### src/rtl/zero_detect_pkg.sv
// Shared constants for the per-channel silence detector, flags and mute.
package zero_detect_pkg;

   // Channel and data widths.
   localparam int          CHANNELS   = 6;       // Output channels.
   localparam int          SAMPLE_W   = 24;      // Audio word width.
   localparam int          LEVEL_W    = 3;       // Modulator level code width.
   localparam int          CNT_W      = 11;      // Run counter width.
   localparam int          EVT_W      = 12;      // Enter plus leave events.

   // Zero run length in sample (word-clock) periods.
   localparam logic [10:0] RUN_LEN    = 11'h400;

   // Level code that stands for the common-mode reference.
   localparam logic [2:0]  COMMON_MODE_LEVEL = 3'h4;

   // Register byte offsets.
   localparam logic [7:0]  CTRL_OFF   = 8'h08;   // Control.
   localparam logic [7:0]  FLAG_OFF   = 8'h0c;   // Live detector state.
   localparam logic [7:0]  IRQ_OFF    = 8'h10;   // Sticky events, W1C.
   localparam logic [7:0]  MASK_OFF   = 8'h14;   // Event mask.

   // Control field positions.
   localparam int          MUTE_EN_BIT  = 0;
   localparam int          INVERT_BIT   = 1;
   localparam int          GPO_EN_BIT   = 2;
   localparam int          GPO_LSB      = 8;
   localparam int          ALL_FLAG_BIT = 6;     // In the flag register.
   localparam int          LEAVE_LSB    = 6;     // In event registers.

   // Reset values and bus encodings.
   localparam logic [31:0] CTRL_RST   = 32'h0000_0000;
   localparam logic [EVT_W-1:0] EVT_RST = 12'h000;
   localparam logic [2:0]  HSIZE_WORD = 3'h2;
   localparam logic        HRESP_OKAY = 1'h0;

endpackage

### src/rtl/silence_run_detector.sv
// One channel's zero-run counter and detected state.
`timescale 1ns/1ps
module silence_run_detector
   import zero_detect_pkg::*;
(
   input  wire logic hclk,           // System clock.
   input  wire logic hresetn,        // Asynchronous reset, active low.
   input  wire logic sample_strobe,  // One pulse per word-clock period.
   input  wire logic sample_zero,    // Current sample is all zero.
   output logic      silent          // Zero-detected state.
);

   ////////////////////////////////////////////////////////////////////////
   // State.

   logic [CNT_W-1:0] run_ff;         // Zero samples seen so far, saturates.
   logic             silent_ff;      // Detected state.
   logic [CNT_W-1:0] nxt_run;        // Next counter value.

   // The counter saturates at the run length so it never wraps back
   // and drops the state during a long silence.
   always_comb
   begin
      nxt_run = run_ff;
      if (!sample_zero)
      begin
         // Any nonzero word restarts the run.
         nxt_run = '0;
      end
      else if (run_ff != RUN_LEN)
      begin
         // Count one more silent period.
         nxt_run = run_ff + CNT_W'(1);
      end
   end

   // Counter update, once per sample period only.
   always_ff @(posedge hclk or negedge hresetn)
   begin
      if (!hresetn)
      begin
         run_ff <= '0;
      end
      else if (sample_strobe)
      begin
         run_ff <= nxt_run;
      end
   end

   // The state rises on the sample that completes the run and falls
   // on the first nonzero sample, in the same edge.
   always_ff @(posedge hclk or negedge hresetn)
   begin
      if (!hresetn)
      begin
         silent_ff <= 1'b0;
      end
      else if (sample_strobe)
      begin
         silent_ff <= (nxt_run == RUN_LEN);
      end
   end

   assign silent = silent_ff;

endmodule

### src/rtl/zero_detect_flag_mute.sv
// Six-channel silence detection with flag pins, mute and AHB-Lite registers.
`timescale 1ns/1ps
module zero_detect_flag_mute
   import zero_detect_pkg::*;
(
   input  wire logic                               hclk,
   input  wire logic                               hresetn,
   // AHB-Lite slave.
   input  wire logic                               hsel,
   input  wire logic [31:0]                        haddr,
   input  wire logic [1:0]                         htrans,
   input  wire logic                               hwrite,
   input  wire logic [2:0]                         hsize,
   input  wire logic [31:0]                        hwdata,
   input  wire logic                               hready,
   output logic      [31:0]                        hrdata,
   output logic                                    hreadyout,
   output logic                                    hresp,
   // Sample words, one new set per word-clock period.
   input  wire logic                               sample_strobe,
   input  wire logic [zero_detect_pkg::SAMPLE_W-1:0] serial_input_pair_one_left,
   input  wire logic [zero_detect_pkg::SAMPLE_W-1:0] serial_input_pair_one_right,
   input  wire logic [zero_detect_pkg::SAMPLE_W-1:0] serial_input_pair_two_left,
   input  wire logic [zero_detect_pkg::SAMPLE_W-1:0] serial_input_pair_two_right,
   input  wire logic [zero_detect_pkg::SAMPLE_W-1:0] serial_input_pair_three_left,
   input  wire logic [zero_detect_pkg::SAMPLE_W-1:0] serial_input_pair_three_right,
   // Modulator levels in, output stage sources out.
   input  wire logic [5:0][zero_detect_pkg::LEVEL_W-1:0] modulator_level,
   output logic      [5:0][zero_detect_pkg::LEVEL_W-1:0] analog_channel_output,
   // Flag pins and interrupt.
   output logic      [5:0]                         channel_silent_flag,
   output logic                                    all_channels_silent_flag,
   output logic                                    irq
);

   ////////////////////////////////////////////////////////////////////////
   // Helpers.

   // Only address bits 7:2 decode, so the set repeats every 256 bytes.
   // True when a word address selects the given register.
   function automatic logic reg_hit(input logic [7:0] addr,
                                    input logic [7:0] off);
      reg_hit = (addr[7:2] == off[7:2]);
   endfunction

   // True when a sample word is all zero.
   function automatic logic is_zero(input logic [SAMPLE_W-1:0] word);
      is_zero = (word == '0);
   endfunction

   ////////////////////////////////////////////////////////////////////////
   // Declarations.

   logic [31:0]            ctrl_ff;       // Control register.
   logic [EVT_W-1:0]       irq_stat_ff;   // Sticky event bits.
   logic [EVT_W-1:0]       irq_mask_ff;   // Event mask.
   logic [31:0]            hrdata_ff;     // Read data, loaded in address phase.
   logic                   wr_pend_ff;    // Write data phase pending.
   logic [7:0]             wr_addr_ff;    // Latched write address.
   logic [5:0]             silent_prev_ff;// Detector state one cycle ago.
   logic [5:0]             flag_pin_ff;   // Registered flag pins.
   logic                   all_flag_ff;   // Registered combined flag.
   logic [5:0][LEVEL_W-1:0] out_level_ff; // Registered output sources.

   logic [5:0]             chan_zero;     // Per-channel zero sample.
   logic [5:0]             silent;        // Shared detector state.
   logic [5:0]             gated_flag;    // Flags after the invert gate.
   logic [5:0]             mute_sel;      // Channels forced to common mode.
   logic [5:0]             nxt_flag_pin;  // Next flag pin value.
   logic [EVT_W-1:0]       evt;           // Events in this cycle.
   logic [EVT_W-1:0]       w1c;           // Bits written one to clear.
   logic                   addr_phase;    // Valid transfer taken now.
   logic                   mute_en;       // Control: mute enable.
   logic                   invert;        // Control: phase invert.
   logic                   gpo_en;        // Control: general outputs on.
   logic [5:0]             gpo_bits;      // Control: general output bits.

   ////////////////////////////////////////////////////////////////////////
   // Channel mapping.

   // Left and right halves of each input pair become adjacent channels,
   // channel one being bit 0.
   always_comb
   begin
      chan_zero[0] = is_zero(serial_input_pair_one_left);
      chan_zero[1] = is_zero(serial_input_pair_one_right);
      chan_zero[2] = is_zero(serial_input_pair_two_left);
      chan_zero[3] = is_zero(serial_input_pair_two_right);
      chan_zero[4] = is_zero(serial_input_pair_three_left);
      chan_zero[5] = is_zero(serial_input_pair_three_right);
   end

   ////////////////////////////////////////////////////////////////////////
   // Detectors.

   // One independent detector per channel; nothing is shared between
   // channels, so one channel's data never moves another's state.
   // All six share the strobe, so their counts advance together.
   for (genvar ch = 0; ch < CHANNELS; ch++)
   begin : g_det
      silence_run_detector u_det
      (
         .hclk          (hclk),
         .hresetn       (hresetn),
         .sample_strobe (sample_strobe),
         .sample_zero   (chan_zero[ch]),
         .silent        (silent[ch])
      );
   end

   ////////////////////////////////////////////////////////////////////////
   // Control fields.

   // Fields are pulled out once so every user reads the same bits.
   assign mute_en  = ctrl_ff[MUTE_EN_BIT];
   assign invert   = ctrl_ff[INVERT_BIT];
   assign gpo_en   = ctrl_ff[GPO_EN_BIT];
   assign gpo_bits = ctrl_ff[GPO_LSB +: CHANNELS];

   ////////////////////////////////////////////////////////////////////////
   // Flags and mute.

   // Flag and mute both read the same detector outputs; only mute has an
   // enable of its own (mute_en). Phase inversion blocks both; the detectors keep
   // counting underneath, so the state is already right when the
   // inversion bit is cleared again.
   always_comb
   begin
      gated_flag = invert ? '0 : silent;
      mute_sel   = (mute_en && !invert) ? silent : '0;
   end

   // Pins carry the flags unless software has taken them over.
   always_comb
   begin
      if (gpo_en)
      begin
         nxt_flag_pin = gpo_bits;
      end
      else
      begin
         nxt_flag_pin = gated_flag;
      end
   end

   // Pins are registered, so they trail the detector by one clock.
   always_ff @(posedge hclk or negedge hresetn)
   begin
      if (!hresetn)
      begin
         flag_pin_ff <= '0;
         all_flag_ff <= 1'b0;
      end
      else
      begin
         flag_pin_ff <= nxt_flag_pin;
         all_flag_ff <= &gated_flag;
      end
   end

   // Reset parks every output at common mode; from the first clock after
   // reset each unmuted output carries its modulator level.
   // Output source select: a muted channel carries the common-mode code
   // in place of the modulator level. The switch is one clock after the
   // detector state changes, in the same clock as the pins.
   always_ff @(posedge hclk or negedge hresetn)
   begin
      if (!hresetn)
      begin
         out_level_ff <= {CHANNELS{COMMON_MODE_LEVEL}};
      end
      else
      begin
         for (int ch = 0; ch < CHANNELS; ch++)
         begin
            if (mute_sel[ch])
            begin
               out_level_ff[ch] <= COMMON_MODE_LEVEL;
            end
            else
            begin
               out_level_ff[ch] <= modulator_level[ch];
            end
         end
      end
   end

   assign channel_silent_flag      = flag_pin_ff;
   assign all_channels_silent_flag = all_flag_ff;
   assign analog_channel_output    = out_level_ff;

   ////////////////////////////////////////////////////////////////////////
   // Interrupt events.

   // Detector history for edge finding.
   always_ff @(posedge hclk or negedge hresetn)
   begin
      if (!hresetn)
      begin
         silent_prev_ff <= '0;
      end
      else
      begin
         silent_prev_ff <= silent;
      end
   end

   // Entering silence sets the low six bits, leaving sets the high six.
   // Raw detector state is used so software still sees events while
   // the pins are taken over or the invert bit is set.
   // A channel that enters and leaves silence between two status reads
   // shows both bits, so a short silence is never missed.
   assign evt = {silent_prev_ff & ~silent, silent & ~silent_prev_ff};

   // Write-one-to-clear, only during a write data phase to this register.
   assign w1c = (wr_pend_ff && reg_hit(wr_addr_ff, IRQ_OFF)) ?
                hwdata[EVT_W-1:0] : '0;

   // A new event in the clearing cycle survives: set beats clear.
   // Software that clears and rereads therefore never loses an event.
   always_ff @(posedge hclk or negedge hresetn)
   begin
      if (!hresetn)
      begin
         irq_stat_ff <= EVT_RST;
      end
      else
      begin
         irq_stat_ff <= (irq_stat_ff & ~w1c) | evt;
      end
   end

   // Level interrupt while any unmasked event bit stands.
   assign irq = |(irq_stat_ff & irq_mask_ff);

   ////////////////////////////////////////////////////////////////////////
   // AHB-Lite slave.

   // Zero wait states and always OKAY; unmapped reads give zero and
   // unmapped or non-word writes are dropped.
   assign hreadyout  = 1'b1;
   assign hresp      = HRESP_OKAY;
   assign addr_phase = hsel && hready && htrans[1];

   // Latch a word write for its data phase. The address is taken every
   // cycle; only wr_pend_ff says whether it belongs to a real write.
   always_ff @(posedge hclk or negedge hresetn)
   begin
      if (!hresetn)
      begin
         wr_pend_ff <= 1'b0;
         wr_addr_ff <= '0;
      end
      else
      begin
         wr_pend_ff <= addr_phase && hwrite && (hsize == HSIZE_WORD);
         wr_addr_ff <= haddr[7:0];
      end
   end

   // Control register.
   // Unused bits are dropped, so they read back as zero.
   always_ff @(posedge hclk or negedge hresetn)
   begin
      if (!hresetn)
      begin
         ctrl_ff <= CTRL_RST;
      end
      else if (wr_pend_ff && reg_hit(wr_addr_ff, CTRL_OFF))
      begin
         ctrl_ff <= '0;
         ctrl_ff[MUTE_EN_BIT]        <= hwdata[MUTE_EN_BIT];
         ctrl_ff[INVERT_BIT]         <= hwdata[INVERT_BIT];
         ctrl_ff[GPO_EN_BIT]         <= hwdata[GPO_EN_BIT];
         ctrl_ff[GPO_LSB +: CHANNELS] <= hwdata[GPO_LSB +: CHANNELS];
      end
   end

   // Mask register.
   // A masked event still sets its status bit; it only misses irq.
   always_ff @(posedge hclk or negedge hresetn)
   begin
      if (!hresetn)
      begin
         irq_mask_ff <= EVT_RST;
      end
      else if (wr_pend_ff && reg_hit(wr_addr_ff, MASK_OFF))
      begin
         irq_mask_ff <= hwdata[EVT_W-1:0];
      end
   end

   // Read data is captured at the address phase so it stands in a flop
   // through the data phase; reads do not clear anything.
   // A status read that races a new event returns the old value; the
   // event is kept and shows on the next read.
   always_ff @(posedge hclk or negedge hresetn)
   begin
      if (!hresetn)
      begin
         hrdata_ff <= '0;
      end
      else if (addr_phase && !hwrite)
      begin
         hrdata_ff <= '0;
         if (reg_hit(haddr[7:0], CTRL_OFF))
         begin
            hrdata_ff <= ctrl_ff;
         end
         else if (reg_hit(haddr[7:0], FLAG_OFF))
         begin
            hrdata_ff[CHANNELS-1:0] <= silent;
            hrdata_ff[ALL_FLAG_BIT] <= &silent;
         end
         else if (reg_hit(haddr[7:0], IRQ_OFF))
         begin
            hrdata_ff[EVT_W-1:0] <= irq_stat_ff;
         end
         else if (reg_hit(haddr[7:0], MASK_OFF))
         begin
            hrdata_ff[EVT_W-1:0] <= irq_mask_ff;
         end
      end
   end

   assign hrdata = hrdata_ff;

endmodule

### config.mk
export PLATFORM = sky130hd
export DESIGN_NAME = zero_detect_flag_mute
export DESIGN_NICKNAME = d
export VERILOG_FILES = /design/src/rtl/zero_detect_pkg.sv /design/src/rtl/silence_run_detector.sv /design/src/rtl/zero_detect_flag_mute.sv
export SDC_FILE = /design/constraint.sdc
export NUM_CORES = 1
export LEC_CHECK = 0
export ABC_AREA = 1
export BUFFER_PORTS_ARGS = -buffer_cell sky130_fd_sc_hd__buf_2
export CAP_MARGIN = 10
export CORE_MARGIN = 3
export CORE_UTILIZATION = 52
export CTS_CLUSTER_DIAMETER = 100
export DETAILED_ROUTE_END_ITERATION = 8
export HOLD_SLACK_MARGIN = 0.12
export PLACE_DENSITY = 0.84
export SLEW_MARGIN = 20
export SYNTH_ARGS = -nofsm -noshare
export SYNTH_HDL_FRONTEND = slang
export SYNTH_SLANG_ARGS = --single-unit
### constraint.sdc
create_clock -name hclk -period 2 [get_ports hclk]
set_input_delay 0.1 -clock hclk [delete_from_list [all_inputs] [get_ports hclk]]
set_output_delay 0.1 -clock hclk [all_outputs]
set_load 0.05 [all_outputs]
---- Word level (Yosys, flattened, before mapping) ----
Index checks and enable logic that the tools add are counted.
word-level totals
  register bits ........................... 177
  input port bits ......................... 237
  output and inout port bits .............. 60
  word-level logic and storage cells ...... 109
cells by class
  $add $sub $neg .......................... 6
  equal/unequal tests ..................... 20
  multiplexer cells ....................... 28
  bitwise gates (word level) .............. 8
  reductions and logical operators ........ 20
operator list
  kind                                                                    count
  24-bit zero test                                                        6
  11-bit two-way mux                                                      12
  11-bit by 1-bit adder with 11-bit output (second input constant)        6
  11-bit equality test (second input constant)                            6
  11-bit != test (second input constant)                                  6
  12-bit two-way mux                                                      4
  12-bit AND                                                              2
  6-bit by 3-bit equality test with 1-bit output (second input constant)  4
  6-bit by 2-bit equality test with 1-bit output (second input constant)  3
  3-bit two-way mux                                                       6
  6-bit two-way mux                                                       3
  6-bit AND                                                               2
  12-bit NOT                                                              1
  6-bit NOT                                                               2
  12-bit OR                                                               1
  6-bit AND reduction                                                     2
  12-bit OR reduction                                                     1
  1-bit logical AND                                                       9
  7-bit two-way mux                                                       1
  5-bit two-way mux                                                       1
  3-bit by 2-bit equality test with 1-bit output (second input constant)  1
  1-bit zero test                                                         2
  2-bit two-way mux                                                       1

---- Longest topological paths before layout ----
  depth in word-level cells ............... 6
  mapped depth ............................ 12
  depth with buffers taken out ............ 12

---- By module ----
From an unflattened synthesis, not the netlist that was laid out.
second synthesis, totals
  cell total of the unflattened synthesis .. 1202
  area total of the unflattened synthesis .. 9090.0 sq um
modules (own cells, without submodules)
  module                 instances  cells an instance  area an instance (sq um)  sequential area each (sq um)
  silence_run_detector   6          117                819.5                     300.3
  zero_detect_flag_mute  1          500                4172.8                    2134.5

---- Worst setup path after synthesis ----
Ideal clock, no wire load.
  path kind ............................... register to register
  from .................................... register g_det[4].u_det.run_ff[1]
  to ...................................... register g_det[4].u_det.silent_ff
  library setup time ...................... 118 ps
  data arrival time ....................... 1313 ps
  required time ........................... 1882 ps
  path slack .............................. 569 ps
  cell stages (with the launch flop) ...... 10
  path buffers ............................ 0
  path through ............................ dfrtp_1 -> ha_1 -> nand2_1 -> nor2_2 -> xor2_1 -> o21ai_1 -> nand2_1 -> inv_1 -> nand4_1 -> nand2_1
on the way
  longest elaborated chain between the ends .. 4
  elaborated cells on any way between the ends .. 5
RTL lines
  item                                                                        RTL line                                                text
  start, declared                                                             silence_run_detector.sv:16                              logic [CNT_W-1:0] run_ff;
  start signal, assigned                                                      silence_run_detector.sv:46                              run_ff <= nxt_run;
  11-bit by 1-bit adder with 11-bit output or 11-bit != test (tied branches)  silence_run_detector.sv:33, silence_run_detector.sv:30
  11-bit two-way mux *                                                        silence_run_detector.sv:30                              else if (run_ff != RUN_LEN)
  11-bit two-way mux *                                                        silence_run_detector.sv:25                              if (!sample_zero)
  11-bit equality test *                                                      silence_run_detector.sv:60                              silent_ff <= (nxt_run == RUN_LEN);
  end signal, assigned                                                        silence_run_detector.sv:60
  end, declared                                                               silence_run_detector.sv:17                              logic silent_ff;
Mark *: on every way between the ends. The rest lies on a longest branch, timed or not.
A chain may end at the register's enable or synchronous reset.

---- Worst setup path in the final report ----
  from .................................... register irq_stat_ff[10]
  to ...................................... output port irq
on the way
  longest elaborated chain between the ends .. 2
RTL lines
  item                    RTL line                      text
  start, declared         zero_detect_flag_mute.sv:55   logic [EVT_W-1:0] irq_stat_ff;
  start signal, assigned  zero_detect_flag_mute.sv:229  irq_stat_ff <= (irq_stat_ff & ~w1c) | evt;
  12-bit AND              zero_detect_flag_mute.sv:234  assign irq = |(irq_stat_ff & irq_mask_ff);
  12-bit OR reduction     zero_detect_flag_mute.sv:234
  end, declared           zero_detect_flag_mute.sv:33   output logic irq
No other way between the ends.

==> impl_results.md <==
* Worst path required time at 1900 ps
* Number of inserted diodes at 0
* Fillers at 1397
* Slew of the pin with the lowest slew margin at 736 ps
* DIE AREA at 19500 µm²
* Final Hold Vio Count at 0
* Worst EP arrival at 1740 ps
* Sw frac at 0.250
* Die height at 140 µm
* Synthesized area per cell at 7.34 µm²
* Post-cts gate resize count at 0
* Final net count at 1789
* Pint at 5.25 mW
* Final cycle utilization of the critical path at 0.922
* Worst skew pair latency at 420 ps
* Count of pins over their slew limit at 0
* FP Rows at 48
* # setup viols final at 0
* DRT Pass-1 Iters at 5
* Synth unique cells at 40
* CP max FO at 3
* Overflow after GRT at 0
* Flop pwr share at 0.464
* Status: completed
* Hold Crit Class: in2reg
* VDD IR-drop max at 0.000661 V
* Setup bufs post-CTS at 0
* First-pass GRT wire length at 38.3 mm
* Drt wl/cell at 12.9 µm
* Gate Count Post-Synth at 1268
* Hold Slack at 170 ps
* Initial antenna violation count at 0
* Comb power frac at 0.107
* Max Cap Viol at 0
* RD Place Congestion at 0.846
* Critical path class: reg2out
* Num Clock Sinks at 157
* Vias per cell at 5.14
* Layout area overhead at 24.5%
* Clock Tree Buf Depth at 2
* Slew margin rel. at 0.509
* Drt total wl at 23.0 mm
* Routed Antenna Nets at 0
* # hold bufs at CTS at 43
* Clock skew at 10.6 ps
* Die Width at 140 µm
* Min Tclk post-route at 1840 ps
* CTS tree: yes
* Ys Warns at 0
* Root Buffer: clkbuf_16
* PD cells at 605 nW/µm²
* Static Leakage at 5.78 nW
* CP Capture Type: primary output
* Cts bufs inserted at 17
* Clock transition at path regs at 60 ps
* Sequential element share of the synthesized area at 0.423
* Core area at 17400 µm²
* FMAX at 542 MHz
* Vias at 9138
* Clock network power share at 0.429
* RSZ-0062 raised after global routing: no
* Port Buffers at 231
* Post-Syn Area at 9300 µm²
* Gr usage total at 0.233
* Post-DP HPWL at 16.7 mm
* Vias in the first global route at 8596
* # DRC at 0
* Starting Density at 0.534
* Switching Power at 1.75 mW
* Pin count of the biggest net entering global routing at 75
* Initial drt markers at 620
* Setup_tns at 0 ps
* Register bit count reported by yosys at 157
* Max H-tree Level at 4
* IO Pins at 297
* Crit path launch type: flop
* Share of cells above drive strength 1 at 0.224
## layout make-up
| type | count | area (µm²) | share of cell area |
|---|---|---|---|
| timing repair buffer | 284 | 1710 | 0.147 |
| clock buffer | 23 | 458 | 0.0395 |
| multi-input combinational | 927 | 4530 | 0.391 |
| tap | 225 | 282 | 0.0243 |
| sequential | 157 | 3940 | 0.340 |
| clock inverter | 9 | 91.3 | 0.00789 |
| inverter | 153 | 574 | 0.0496 |
## state kept, by name (all words and copies together) (netlist names), 6 cells and up
name and cells:
analog_channel_output 18, channel_silent_flag 6, ctrl_ff 9, g_det.u_det.run_ff 66, g_det.u_det.silent 6, hrdata 14, irq_mask_ff 12, irq_stat_ff 12
silent_prev_ff 6, wr_addr_ff 6
## synthesized netlist by cell type (all sizes together)
| cell type | number | area [µm²] |
|---|---|---|
| buf | 33 | 265 |
| dfrtp | 151 | 3780 |
| ha | 12 | 150 |
| o211ai | 8 | 60.1 |
| nor4 | 2 | 12.5 |
| or2 | 1 | 8.76 |
| a22o | 1 | 8.76 |
| nor2 | 175 | 747 |
| o21ai | 134 | 753 |
| nand4 | 33 | 221 |
| nand3 | 99 | 556 |
| o21bai | 3 | 22.5 |
| a221oi | 3 | 26.3 |
| clkbuf | 16 | 60.1 |
| o221ai | 1 | 8.76 |
| nand3b | 8 | 60.1 |
| o22ai | 5 | 31.3 |
| clkinv | 1 | 3.75 |
| inv | 152 | 571 |
| o31ai | 4 | 30.0 |
| nand2 | 374 | 1410 |
| nor3 | 12 | 105 |
| nor3b | 1 | 18.8 |
| xor2 | 15 | 131 |
| conb | 2 | 7.51 |
| dfstp | 6 | 158 |
| a22oi | 5 | 37.5 |
| a21oi | 11 | 55.1 |
## through the flow
stage               power, mW  area (µm²)  setup WS (ps)  instances  utilization
floorplan                3.68        9370            569       1286            -
global placement         3.97       10600            315       1703        0.609
finish                   7.00       11600            156       1778        0.665
global route             7.27       11600           73.2       1778        0.665
detailed placement       3.99       10600            292       1703        0.609
CTS                      7.05       11600            150       1778        0.665
## cells by family after synthesis
logic type,Yosys count,share of synthesized area
AND/OR/NAND/NOR,705,0.338
buffers and inverters,202,0.0967
AO/OA/AOI/OAI,175,0.111
flip-flops,157,0.423
XOR/XNOR,15,0.0141
adder cells (fa/ha/maj),12,0.0161
other,2,0.000807
## final timing paths
kind / start / to / slack (ps) / depth (start not counted)
max: irq_stat_ff[10]$_DFF_PN0_ / irq / 160 / 4
min: hready / hrdata[0]$_DFFE_PN0P_ / 170 / 5
max reg2reg: g_det[4].u_det.run_ff[1]$_DFFE_PN0P_ / g_det[4].u_det.silent$_DFFE_PN0P_ / 270 / 9
min reg2reg: silent_prev_ff[5]$_DFF_PN0_ / irq_stat_ff[5]$_DFF_PN0_ / 420 / 1
max in group asynchronous: hresetn / analog_channel_output[11]$_DFF_PN1_ / 1120 / 3
min in group asynchronous: hresetn / wr_pend_ff$_DFF_PN0_ / 200 / 2
## worst max-delay path, cell delays in order, from the launching register on
cell	delay [ps]
dfrtp_1	410
a22o_1	230
a221oi_1	280
nand3_1	150
buf_2	240
## per-layer routing
| metal | up-vias | part of all wire | global-route usage |
|---|---|---|---|
| met3 | 43 | 0.057 | 0.0371 |
| met2 | 343 | 0.52 | 0.418 |
| met4 | 0 | 0.017 | 0.0745 |
| met1 | 4176 | 0.41 | 0.286 |
| li1 | 4576 | - | - |
| met5 | - | 0 | 0 |
## power by group through the flow
stage | clock network (mW) | registers, mW | logic (mW)
6_report | 3.01 | 3.25 | 0.748
5_1_grt | 3.20 | 3.25 | 0.819
4_1_cts | 3.06 | 3.25 | 0.747
3_5_place_dp | 0 | 3.30 | 0.682
3_3_place_gp | 0 | 3.30 | 0.670
2_1_floorplan | 0 | 3.43 | 0.257
## cell usage in the layout, fill, tap and decap left out, types with 32 or more instances in the layout
cell type,instances
dfrtp_1,151
nand3_1,87
nor2_1,153
o21ai_0,90
dlygate4sd3_1,43
nand4_1,32
nand2_1,370
buf_2,230
inv_1,150
Power figures use the tool's default switching activity.
